<file path="src/rtl/swdt_pkg.sv">
// Package for the system watchdog timer: offsets, fields, resets, state
package swdt_pkg;

	localparam logic [11:0] ADDR_LOAD      = 12'h000;
	localparam logic [11:0] ADDR_COUNT     = 12'h004;
	localparam logic [11:0] ADDR_CONTROL   = 12'h008;
	localparam logic [11:0] ADDR_IRQ_CLEAR = 12'h00c;
	localparam logic [11:0] ADDR_RAW_STAT  = 12'h010;
	localparam logic [11:0] ADDR_MASK_STAT = 12'h014;
	localparam logic [11:0] ADDR_PROTECT   = 12'hc00;
	localparam logic [11:0] ADDR_IRQ_MASK  = 12'h018;

	localparam logic [31:0] LOAD_RESET     = 32'h0fff_ffff;
	localparam logic [31:0] UNLOCK_KEY     = 32'h1acc_e551;
	localparam int          IRQ_EN_BIT     = 0;
	localparam int          REBOOT_EN_BIT  = 1;
	localparam int          TICK_DIV_BITS  = 10;
	localparam logic [9:0]  TICK_DIV_RESET = 10'h000;

	// Tick figure: slow counting rate and bus clock rate
	localparam int          SLOW_HZ        = 32768;
	localparam int          MCLK_HZ        = 25000000;
	// Cycles per tick, rounded down
	localparam logic [9:0]  TICK_CYCLES    = 10'(MCLK_HZ / SLOW_HZ);

	typedef enum logic [0:0] {
		WD_IDLE = 1'b0,
		WD_RUN  = 1'b1
	} swdt_mode_e;

	typedef struct packed {
		logic [11:0] addr;
		logic [31:0] wdata;
		logic        wr;
		logic        rd;
	} swdt_req_s;

	typedef struct packed {
		swdt_mode_e  mode;
		logic [31:0] load;
		logic [31:0] count;
		logic        irq_en;
		logic        reboot_en;
		logic        irq_mask;
		logic        raw_irq;
		logic        locked;
		logic [9:0]  div;
		logic [31:0] rdata;
		logic        irq;
		logic        reboot;
	} swdt_state_s;

endpackage : swdt_pkg

</file>
<file path="src/rtl/swdt_top.sv">
// System watchdog timer: down counter, interrupt, reboot output, write lock
//
// How it works
// - 32-bit counter decrements once per tick at about 32.768 kHz.
// - Interrupt period is load value plus one ticks.
// - On reaching zero, set interrupt status and reload from load register.
// - Any write to offset 0x0C clears status and reloads the counter.
// - Zero reached again with status set asserts reboot when enabled.
// - Control register at 0x08 enables interrupt and reboot separately.
// - Interrupt disabled halts counter; enabling restarts from load value.
// - Key 0x1ACC_E551 at 0xC00 unlocks writes; other values lock them.
// - Load register at 0x00 is read/write, resets to 0xFFFFFFF.
// - Count register at 0x04 is read-only, resets to 0xFFFFFFF.
// - Raw status at 0x10 shows interrupt state regardless of enables.
// - Masked status at 0x14 is raw status gated by interrupt enable.
// - Control bit 0 enables interrupt, bit 1 reboot; both reset low.
// - Writing the load register restarts counting from the new value.
// - Any value written to clear register clears; reads return zero.
// - Lock register reads 1 while locked, 0 while unlocked.
//
// The plain strobed port is this design's own decision.
module swdt_top (
	input  wire logic        mclk,      // 25 MHz clock
	input  wire logic        resetn,    // Synchronous reset, active low
	input  wire logic [11:0] addr,      // Register byte address
	input  wire logic [31:0] wdata,     // Write data
	input  wire logic        wr,        // Write strobe
	input  wire logic        rd,        // Read strobe
	output logic      [31:0] rdata,     // Read data, cycle after rd
	output logic             irq,       // Level interrupt
	output logic             reboot     // System reset request, level
);

	swdt_pkg::swdt_state_s q, d;
	swdt_pkg::swdt_req_s   req;
	logic                  tick;
	logic                  at_zero;
	logic                  wr_ok;
	logic                  irq_pend;

	function automatic logic hit(input logic [11:0] a, input logic [11:0] o);
		hit = (a == o);
	endfunction : hit

	assign req = '{addr: addr, wdata: wdata, wr: wr, rd: rd};

	always_comb begin
		d = q;
		// Single clock: the tick is a divider, so bus and count never cross domains
		tick = (q.div == swdt_pkg::TICK_CYCLES - 10'h001);
		at_zero = (q.count == 32'h0000_0000);
		wr_ok = req.wr && !q.locked;
		d.div = tick ? swdt_pkg::TICK_DIV_RESET : q.div + 10'h001;

		if (q.mode == swdt_pkg::WD_RUN && tick) begin
			if (at_zero) begin
				d.count = q.load;
				d.raw_irq = 1'b1;
				if (q.raw_irq && q.reboot_en) begin
					d.reboot = 1'b1;
				end
			end else begin
				d.count = q.count - 32'h0000_0001;
			end
		end

		// Bus writes come last so their reload wins over a same-cycle tick
		if (req.wr && hit(req.addr, swdt_pkg::ADDR_PROTECT)) begin
			d.locked = (req.wdata != swdt_pkg::UNLOCK_KEY);
		end
		if (wr_ok) begin
			unique case (req.addr)
				swdt_pkg::ADDR_LOAD: begin
					d.load = req.wdata;
					d.count = req.wdata;
				end
				swdt_pkg::ADDR_CONTROL: begin
					d.irq_en = req.wdata[swdt_pkg::IRQ_EN_BIT];
					d.reboot_en = req.wdata[swdt_pkg::REBOOT_EN_BIT];
					if (req.wdata[swdt_pkg::IRQ_EN_BIT] && !q.irq_en) begin
						d.count = q.load;
					end
				end
				swdt_pkg::ADDR_IRQ_CLEAR: begin
					d.raw_irq = 1'b0;
					d.count = q.load;
					// A clear that meets the second zero still counts as served
					d.reboot = q.reboot;
				end
				swdt_pkg::ADDR_IRQ_MASK: begin
					d.irq_mask = req.wdata[0];
				end
				default: begin
				end
			endcase
		end
		d.mode = d.irq_en ? swdt_pkg::WD_RUN : swdt_pkg::WD_IDLE;

		d.rdata = 32'h0000_0000;
		if (req.rd) begin
			unique case (req.addr)
				swdt_pkg::ADDR_LOAD:      d.rdata = q.load;
				swdt_pkg::ADDR_COUNT:     d.rdata = q.count;
				swdt_pkg::ADDR_CONTROL:   d.rdata = {30'h0, q.reboot_en, q.irq_en};
				swdt_pkg::ADDR_RAW_STAT:  d.rdata = {31'h0, q.raw_irq};
				swdt_pkg::ADDR_MASK_STAT: d.rdata = {31'h0, q.raw_irq & q.irq_en};
				swdt_pkg::ADDR_PROTECT:   d.rdata = {31'h0, q.locked};
				swdt_pkg::ADDR_IRQ_MASK:  d.rdata = {31'h0, q.irq_mask};
				default:                  d.rdata = 32'h0000_0000;
			endcase
		end
		irq_pend = d.raw_irq & d.irq_en & d.irq_mask;
		d.irq = irq_pend;
	end

	always_ff @(posedge mclk) begin
		if (!resetn) begin
			q.mode      <= swdt_pkg::WD_IDLE;
			q.load      <= swdt_pkg::LOAD_RESET;
			q.count     <= swdt_pkg::LOAD_RESET;
			q.irq_en    <= 1'b0;
			q.reboot_en <= 1'b0;
			q.irq_mask  <= 1'b1;
			q.raw_irq   <= 1'b0;
			q.locked    <= 1'b0;
			q.div       <= swdt_pkg::TICK_DIV_RESET;
			q.rdata     <= 32'h0000_0000;
			q.irq       <= 1'b0;
			q.reboot    <= 1'b0;
		end else begin
			q <= d;
		end
	end

	assign rdata  = q.rdata;
	assign irq    = q.irq;
	assign reboot = q.reboot;

	// Counting and reload checks

	// Reboot only on a second zero with status still set
	reboot_cause_a: assert property (@(posedge mclk) disable iff (!resetn)
		$rose(q.reboot) |-> $past(q.raw_irq) && $past(q.reboot_en) && $past(at_zero))
		else $error("reboot without pending irq");

	// Locked bus must not move the load value
	lock_write_a: assert property (@(posedge mclk) disable iff (!resetn)
		(q.locked && wr && addr == swdt_pkg::ADDR_LOAD) |=> $stable(q.load))
		else $error("load changed while locked");

	// Clear drops status and restarts the period
	clear_reload_a: assert property (@(posedge mclk) disable iff (!resetn)
		(!q.locked && wr && addr == swdt_pkg::ADDR_IRQ_CLEAR) |=> !q.raw_irq && q.count == q.load)
		else $error("clear did not reload");

	// Disabled interrupt freezes the count
	halt_idle_a: assert property (@(posedge mclk) disable iff (!resetn)
		(!q.irq_en && !wr) |=> $stable(q.count))
		else $error("counter moved while disabled");

	// Zero sets status and reloads
	zero_reload_a: assert property (@(posedge mclk) disable iff (!resetn)
		(q.mode == swdt_pkg::WD_RUN && tick && at_zero && !wr) |=> q.raw_irq && q.count == q.load)
		else $error("zero did not reload");

	// One step down per tick
	tick_step_a: assert property (@(posedge mclk) disable iff (!resetn)
		(q.mode == swdt_pkg::WD_RUN && tick && !at_zero && !wr) |=> q.count == $past(q.count) - 1)
		else $error("count step wrong");

	// Count moves only on a tick or a write
	count_still_a: assert property (@(posedge mclk) disable iff (!resetn)
		(!tick && !wr) |=> $stable(q.count))
		else $error("count moved without tick");

	// Divider wraps after its last cycle
	div_wrap_a: assert property (@(posedge mclk) disable iff (!resetn)
		tick |=> q.div == swdt_pkg::TICK_DIV_RESET)
		else $error("divider did not wrap");

	// Divider steps by one between ticks
	div_step_a: assert property (@(posedge mclk) disable iff (!resetn)
		!tick |=> q.div == $past(q.div) + 10'h001)
		else $error("divider step wrong");

	// Divider never leaves its range
	div_range_a: assert property (@(posedge mclk) disable iff (!resetn)
		q.div < swdt_pkg::TICK_CYCLES)
		else $error("divider out of range");

	// Ticks are single pulses
	tick_gap_a: assert property (@(posedge mclk) disable iff (!resetn)
		tick |=> !tick)
		else $error("tick lasted two cycles");

	// Status rises only at a zero while running
	raw_rise_a: assert property (@(posedge mclk) disable iff (!resetn)
		$rose(q.raw_irq) |-> $past(tick) && $past(at_zero) && $past(q.mode) == swdt_pkg::WD_RUN)
		else $error("status set without zero");

	// Status holds until an accepted clear
	raw_hold_a: assert property (@(posedge mclk) disable iff (!resetn)
		(q.raw_irq && !(wr && !q.locked && addr == swdt_pkg::ADDR_IRQ_CLEAR)) |=> q.raw_irq)
		else $error("status lost without clear");

	// Clear also drops the interrupt line
	clear_line_a: assert property (@(posedge mclk) disable iff (!resetn)
		(!q.locked && wr && addr == swdt_pkg::ADDR_IRQ_CLEAR) |=> !irq)
		else $error("irq stayed after clear");

	// Reboot checks

	// Reboot is sticky until reset
	reboot_sticky_a: assert property (@(posedge mclk) disable iff (!resetn)
		q.reboot |=> q.reboot)
		else $error("reboot dropped");

	// No reboot while reboot generation is off
	reboot_off_a: assert property (@(posedge mclk) disable iff (!resetn)
		(!q.reboot_en && !q.reboot) |=> !q.reboot)
		else $error("reboot while disabled");

	// First zero only raises the interrupt
	reboot_first_a: assert property (@(posedge mclk) disable iff (!resetn)
		(q.mode == swdt_pkg::WD_RUN && tick && at_zero && !q.raw_irq && !q.reboot) |=> !q.reboot)
		else $error("reboot on first zero");

	// Second zero with status set reboots
	reboot_second_a: assert property (@(posedge mclk) disable iff (!resetn)
		(q.mode == swdt_pkg::WD_RUN && tick && at_zero && q.raw_irq && q.reboot_en && !wr)
		|=> q.reboot)
		else $error("no reboot on second zero");

	// Control and write-lock checks

	// Control bits land as written
	ctrl_write_a: assert property (@(posedge mclk) disable iff (!resetn)
		(!q.locked && wr && addr == swdt_pkg::ADDR_CONTROL)
		|=> q.irq_en == $past(wdata[swdt_pkg::IRQ_EN_BIT])
		&& q.reboot_en == $past(wdata[swdt_pkg::REBOOT_EN_BIT]))
		else $error("control write lost");

	// Control bits hold without a write
	ctrl_hold_a: assert property (@(posedge mclk) disable iff (!resetn)
		!(wr && addr == swdt_pkg::ADDR_CONTROL) |=> $stable(q.irq_en) && $stable(q.reboot_en))
		else $error("control changed by itself");

	// Enabling restarts from the load value
	enable_reload_a: assert property (@(posedge mclk) disable iff (!resetn)
		(!q.locked && wr && addr == swdt_pkg::ADDR_CONTROL && wdata[swdt_pkg::IRQ_EN_BIT]
		&& !q.irq_en) |=> q.count == q.load)
		else $error("enable did not reload");

	// Disabling the interrupt stops the counter
	enable_off_a: assert property (@(posedge mclk) disable iff (!resetn)
		(!q.locked && wr && addr == swdt_pkg::ADDR_CONTROL && !wdata[swdt_pkg::IRQ_EN_BIT])
		|=> q.mode == swdt_pkg::WD_IDLE)
		else $error("counter still running");

	// Run mode mirrors the interrupt enable
	mode_match_a: assert property (@(posedge mclk) disable iff (!resetn)
		(q.mode == swdt_pkg::WD_RUN) == q.irq_en)
		else $error("mode out of step");

	// Load write restarts the count
	load_write_a: assert property (@(posedge mclk) disable iff (!resetn)
		(!q.locked && wr && addr == swdt_pkg::ADDR_LOAD)
		|=> q.load == $past(wdata) && q.count == $past(wdata))
		else $error("load write lost");

	// Load holds without a write
	load_hold_a: assert property (@(posedge mclk) disable iff (!resetn)
		!(wr && addr == swdt_pkg::ADDR_LOAD) |=> $stable(q.load))
		else $error("load changed by itself");

	// Count register ignores writes
	count_ro_a: assert property (@(posedge mclk) disable iff (!resetn)
		(wr && addr == swdt_pkg::ADDR_COUNT && !q.irq_en) |=> $stable(q.count))
		else $error("count written");

	// Mask bit lands as written
	mask_write_a: assert property (@(posedge mclk) disable iff (!resetn)
		(!q.locked && wr && addr == swdt_pkg::ADDR_IRQ_MASK) |=> q.irq_mask == $past(wdata[0]))
		else $error("mask write lost");

	// Key opens the bank
	lock_key_a: assert property (@(posedge mclk) disable iff (!resetn)
		(wr && addr == swdt_pkg::ADDR_PROTECT && wdata == swdt_pkg::UNLOCK_KEY) |=> !q.locked)
		else $error("key did not unlock");

	// Any other value closes it
	lock_other_a: assert property (@(posedge mclk) disable iff (!resetn)
		(wr && addr == swdt_pkg::ADDR_PROTECT && wdata != swdt_pkg::UNLOCK_KEY) |=> q.locked)
		else $error("bad key did not lock");

	// Lock holds until the next lock write
	lock_stay_a: assert property (@(posedge mclk) disable iff (!resetn)
		(q.locked && !(wr && addr == swdt_pkg::ADDR_PROTECT)) |=> q.locked)
		else $error("lock dropped");

	// Unlocked holds until the next lock write
	unlock_stay_a: assert property (@(posedge mclk) disable iff (!resetn)
		(!q.locked && !(wr && addr == swdt_pkg::ADDR_PROTECT)) |=> !q.locked)
		else $error("lock raised by itself");

	// Locked bus must not touch control
	lock_ctrl_a: assert property (@(posedge mclk) disable iff (!resetn)
		(q.locked && wr && addr == swdt_pkg::ADDR_CONTROL)
		|=> $stable(q.irq_en) && $stable(q.reboot_en))
		else $error("control changed while locked");

	// Locked load write must not restart the count
	lock_count_a: assert property (@(posedge mclk) disable iff (!resetn)
		(q.locked && wr && addr == swdt_pkg::ADDR_LOAD && !tick) |=> $stable(q.count))
		else $error("count restarted while locked");

	// Locked bus must not touch the mask
	lock_mask_a: assert property (@(posedge mclk) disable iff (!resetn)
		(q.locked && wr && addr == swdt_pkg::ADDR_IRQ_MASK) |=> $stable(q.irq_mask))
		else $error("mask changed while locked");

	// Read port checks

	// Lock status reads back
	lock_read_a: assert property (@(posedge mclk) disable iff (!resetn)
		(rd && addr == swdt_pkg::ADDR_PROTECT) |=> rdata == {31'h0, $past(q.locked)})
		else $error("lock status read wrong");

	// Masked status is raw and enable
	mask_read_a: assert property (@(posedge mclk) disable iff (!resetn)
		(rd && addr == swdt_pkg::ADDR_MASK_STAT) |=> rdata[0] == ($past(q.raw_irq) & $past(q.irq_en)))
		else $error("masked status wrong");

	// Raw status ignores the enables
	raw_read_a: assert property (@(posedge mclk) disable iff (!resetn)
		(rd && addr == swdt_pkg::ADDR_RAW_STAT) |=> rdata == {31'h0, $past(q.raw_irq)})
		else $error("raw status read wrong");

	// Count reads back live
	count_read_a: assert property (@(posedge mclk) disable iff (!resetn)
		(rd && addr == swdt_pkg::ADDR_COUNT) |=> rdata == $past(q.count))
		else $error("count read wrong");

	// Load reads back
	load_read_a: assert property (@(posedge mclk) disable iff (!resetn)
		(rd && addr == swdt_pkg::ADDR_LOAD) |=> rdata == $past(q.load))
		else $error("load read wrong");

	// Control reads back its two bits
	ctrl_read_a: assert property (@(posedge mclk) disable iff (!resetn)
		(rd && addr == swdt_pkg::ADDR_CONTROL)
		|=> rdata == {30'h0, $past(q.reboot_en), $past(q.irq_en)})
		else $error("control read wrong");

	// Clear register reads zero
	clear_read_a: assert property (@(posedge mclk) disable iff (!resetn)
		(rd && addr == swdt_pkg::ADDR_IRQ_CLEAR) |=> rdata == 32'h0000_0000)
		else $error("clear register read not zero");

	// Read data stand only after a read
	idle_read_a: assert property (@(posedge mclk) disable iff (!resetn)
		!rd |=> rdata == 32'h0000_0000)
		else $error("read data without read");

	// Interrupt line follows unmasked status
	irq_match_a: assert property (@(posedge mclk) disable iff (!resetn)
		irq == (q.raw_irq && q.irq_en && q.irq_mask))
		else $error("irq line out of step");

endmodule : swdt_top

</file>
<file path="config.mk">
export PLATFORM = sky130hd
export DESIGN_NAME = swdt_top
export DESIGN_NICKNAME = d
export VERILOG_FILES = /design/src/rtl/swdt_pkg.sv /design/src/rtl/swdt_top.sv
export SDC_FILE = /design/constraint.sdc
export NUM_CORES = 1
export LEC_CHECK = 0
export CAP_MARGIN = 30
export CELL_PAD_IN_SITES_DETAIL_PLACEMENT = 1
export CELL_PAD_IN_SITES_GLOBAL_PLACEMENT = 1
export CORE_MARGIN = 3
export CORE_UTILIZATION = 35
export CTS_BUF_LIST = sky130_fd_sc_hd__clkbuf_16
export DETAILED_ROUTE_END_ITERATION = 10
export DONT_BUFFER_PORTS = 1
export PLACE_DENSITY = 0.59
export SYNTH_ARGS = -nofsm -noshare
export SYNTH_HDL_FRONTEND = slang
export SYNTH_SLANG_ARGS = --single-unit
</file>
<file path="constraint.sdc">
create_clock -name mclk -period 2.9 [get_ports mclk]
set_input_delay 0.29 -clock mclk [delete_from_list [all_inputs] [get_ports mclk]]
set_output_delay 0.29 -clock mclk [all_outputs]
set_load 0.03 [all_outputs]
</file>
* Word level (Yosys, flattened, before mapping) *
Cells that the tools add are included.

word-level totals
  register bits after elaboration = 114
  bits in latches = 0
  memory bits (writable) = 0
  bits in read-only memories = 0
  input port bits = 48
  logic and storage cells = 58
  memories kept = 0

cells by class
  $add $sub $neg = 2
  multiply operators = 0
  div/mod/pow operators = 0
  order comparisons = 0
  equal/unequal tests = 10
  shifts and indexed selects = 0
  muxes and demuxes = 17
  bitwise gates (word level) = 4
  reductions and logical operators = 13

operators with widths
  cell                                                      number
  case mux 32 bit (7 select lines)                          1
  two-way mux 32 bit                                        3
  case mux 32 bit (3 select lines)                          1
  == test 12 x 5 -> 1 bit (second input constant)           3
  two-way mux 36 bit                                        1
  logical NOT 32 bit                                        1
  inequality test 32 x 29 -> 1 bit (second input constant)  1
  subtractor 32 x 1 -> 32 bit (second input constant)       1
  == test 12 x 4 -> 1 bit (second input constant)           2
  == test 12 bit (second input constant)                    1
  == test 12 x 3 -> 1 bit (second input constant)           1
  logical NOT 12 bit                                        1
  adder 10 x 1 -> 10 bit (second input constant)            1
  == test 10 bit (second input constant)                    1
  two-way mux 1 bit                                         10
  AND reduction 2 bit                                       3
  logical AND 1 bit                                         5
  AND 1 bit                                                 3
  logical NOT 1 bit                                         2
  two-way mux 2 bit                                         1
  inequality test 2 bit (second input constant)             1
  OR reduction 2 bit                                        1
  inverter 1 bit                                            1

* Longest topological paths before layout *
  depth in word-level cells = 8
  gate-level depth with buffers = 9
  depth with buffers taken out = 8

* Worst setup path after synthesis *
OpenSTA, ideal clock, no wires.

  path kind = register -> register
  from = register q[49] (netlist name)
  to = register q[71] (netlist name)
  setup time = 0.142 ns
  arrival time = 2.179 ns
  data required time = 2.758 ns
  setup slack = 0.579 ns
  cell stages (with the launch flop) = 10
  path buffers = 1
  cell sequence = dfxtp_1 -> inv_1 -> ha_1 -> or3b_2 -> or4_4 -> buf_6 -> nor3_1 -> o21ai_0 -> a22oi_1 -> o221ai_1

on the way
  word-level cells in the longest chain between the ends = 6

RTL lines
  element                                                            RTL line                        text
  start: declaration                                                 swdt_top.sv:34                  swdt_pkg::swdt_state_s q, d;
  subtractor 32 x 1 -> 32 bit or logical NOT 32 bit (tied branches)  swdt_top.sv:63, swdt_top.sv:51
  two-way mux 32 bit (*)                                             swdt_top.sv:56                  if (at_zero) begin
  two-way mux 32 bit (*)                                             swdt_top.sv:55                  if (q.mode == swdt_pkg::WD_RUN && tick) begin
  two-way mux 32 bit                                                 swdt_top.sv:80                  if (req.wdata[swdt_pkg::IRQ_EN_BIT] && !q.irq_en) begin
  case mux 32 bit (3 select lines)                                   swdt_top.sv:72                  unique case (req.addr)
  two-way mux 36 bit (*)                                             swdt_top.sv:71                  if (wr_ok) begin

Mark *: on every way between the ends. The rest lies on a longest branch, timed or not.
A chain may end at the register's enable or synchronous reset.

* Worst setup path after layout *
  from = register q[49] (netlist name)
  to = register q[68] (netlist name)

Same word-level chain as after synthesis.

==> run metrics <==
# setup viols final=0; Worst-Margin Slew=717 ps; pin count of the biggest net entering global routing=50; number of global-route vias before repair=roughly 6600; Worst EP arrival=2970 ps; DIE HEIGHT=about 140 um; Seq pwr share=between 40% and 50%; worst skew pair latency=about 420 ps; Initial DRT Pass Iterations=5; FF+latch count, synth=113; chip width=about 140 um; CTS buffer count=17; LEAKAGE=approximately 2.6 nW; Clock Sink Count=between 100 and 150; CTS tree=yes; top-area cell type share of the netlist area=between 30% and 40%; gr ovfl total=0; Mapped Area=between 0.006 and 0.007 mm^2; Vias=6583; count of pins over their slew limit=0; first-pass GRT wire length=about 41000 um; Crit. Startpoint=q[49]; Critical Path Fanout Max=5; dominant cell type by area after synthesis=dfxtp_1; setup TNS=0 ps; number of max-cap violations=0; Die Area=between 0.015 and 0.02 mm^2; Worst Clk Skew=~9.0 ps; EDFF count, synth=0; Max transition margin=between 50 and 60%; via/cell ratio=6.24; Comb pwr share=3.3%; cell row count=48; Ys Warns=0; DRT iter0 DRCs=between 500 and 600; Worst Setup End Kind=flop; Max Fclk=about 380 MHz; placed cell area=between 0.006 and 0.007 mm^2; post-synthesis cell count=826; HPWL Detailed=18100 um; Final period util=between 90% and 100%; layout cells sized above 1=11.7%; Initial Util=a little over a third; Residual DRC=0; sw frac=between 20% and 30%; core region area=0.0176 mm^2; r2r startpoint=q[49]; Seq/Total Area, Yosys=about a third; Post-synth ARST share=0%; initial antenna violation count=0; RSZ-0062 raised after global routing=false; PwrDens=about 520 mW/mm^2; Internal=around 3.0 mW; most frequent cells in the layout=nand2_1 (117), dfxtp_1 (113), nor2_1 (84), a22oi_1 (51), nand3_1 (45); GPL Wtd Cong=between 0.9 and 1; Post-Route WL=approximately 26000 um; critical hold path startpoint=wdata[13]; htree depth=4; endpoints failing hold=0; I/O pin count=82; Synthesized Nets=roughly 880; most common cell after layout, fill and taps aside=nand2_1; CP required=3210 ps; status=finished clean; design area=about 0.0074 mm^2; net switching power=835 uW; final antenna-violating net count=0; ANT cells=0; main area contributors after synthesis=dfxtp_1 (35%), nand2_1 (6.8%), a22oi_1 (6.0%); maximum VDD drop=between 0.0003 and 0.0004 V; Clock transition at path regs=around 60 ps; worst min path class=primary input to flop; WL/cell=about 25 um; Synth Flop Type=dfxtp_1; clock tree root buffer cell=clkbuf_16; Max clock buf depth=2; min cycle time layout=between 2000 and 3000 ps; IO buf count=0; startpoint types=flop; # nets final=about 870; Syn-to-layout area delta=15.4%; Netlist cell types=between 70 and 80; Avg Synthesized Cell Area=between 7 and 8 um^2; clock network fraction of total power=between 50% and 60%; Setup CP Type=flop to flop; All-Layer GR Usage=approximately a quarter
==> layout make-up <==
class / count / area [um^2]
clock buffer: 17 / 425
timing repair buffer: 63 / 571
sequential: 113 / 2260
clock inverter: 13 / 170
multi-input combinational: 612 / 3650
fill: 2129 / 10200
tap: 225 / 282
inverter: 12 / 45.0
==> power by group through the flow <==
stage / clock network, mW / logic, mW / registers [mW]
global route: 2.28 / 0.134 / 1.56
global placement: 0 / 0.0821 / 1.60
detailed placement: 0 / 0.0833 / 1.60
floorplan: 0 / 0.0753 / 1.60
finish: 2.17 / 0.126 / 1.56
CTS: 2.20 / 0.123 / 1.56
==> synthesized netlist by cell type (7+ instances only) <==
cell type  count
nand2_1      117
dfxtp_1      113
nor2_1        85
a22oi_1       51
nand3_1       45
o21ai_0       44
clkbuf_1      43
a21oi_1       42
buf_4         34
nor3_1        25
nor4_1        17
inv_1         12
nand4_1       12
mux2i_1       11
o211ai_1      11
o221ai_1      10
a31oi_1        8
buf_2          8
xor2_1         8
or3_1          7
xnor2_1        7
==> logic make-up after synthesis <==
kind of cell	after synthesis	share of synthesized area, %
adders and majority gates	4	0.780
DFF	113	35.3
buffers and inverters	101	8.31
AOI/OAI and AO/OA	214	22.5
xor gates and xnor gates	15	2.05
and+or+nand+nor	362	28.4
muxes	17	2.77
==> layer usage <==
layer | wire length (um) | global-route usage, %
met1 | 12000 | 36.5
met2 | 12200 | 42.0
met3 | 1710 | 5.16
met4 | 567 | 7.78
met5 | 0 | 0
==> sequential cells by signal, indices dropped and copies added, names as in the netlist <==
signal,cells
rdata,32
q,79
reboot,1
irq,1
==> critical path, cell delays in order, from the launching register on <==
cell,delay (ps)
dfxtp_1,360
inv_1,160
ha_1,180
nor4b_4,310
and4_1,390
nand3_1,370
buf_4,300
mux2i_1,170
o21ai_0,120
a21o_1,200
==> final timing paths <==
kind	endpoint	slack, ps	cells past startpoint
max	q[68]	240	9
min	q[94]	4	2
max reg2reg	q[68]	240	9
min reg2reg	q[34]	480	1
==> what timing repair did <==
item,CTS,global route
setup endpoints to repair,0,7
buffers inserted,0,0
endpoints found under the hold margin,52,0
gates resized for setup,0,1
hold buffers,22,0
==> metrics by stage <==
| step | hold WS, ps | worst slack, ps | total power [mW] | util (%) | std cells |
|---|---|---|---|---|---|
| 3_3_place_gp | 367 | 296 | 1.68 | 37.3 | 1003 |
| 2_1_floorplan | 400 | 579 | 1.67 | - | 826 |
| 5_1_grt | 0.810 | 51.8 | 3.98 | 42.1 | 1055 |
| 6_report | 4.27 | 242 | 3.86 | 42.1 | 1055 |
| 4_1_cts | 0.190 | 174 | 3.89 | 42.0 | 1055 |
| 3_5_place_dp | 367 | 205 | 1.68 | 37.3 | 1003 |
(Power assumes the default switching activity.)
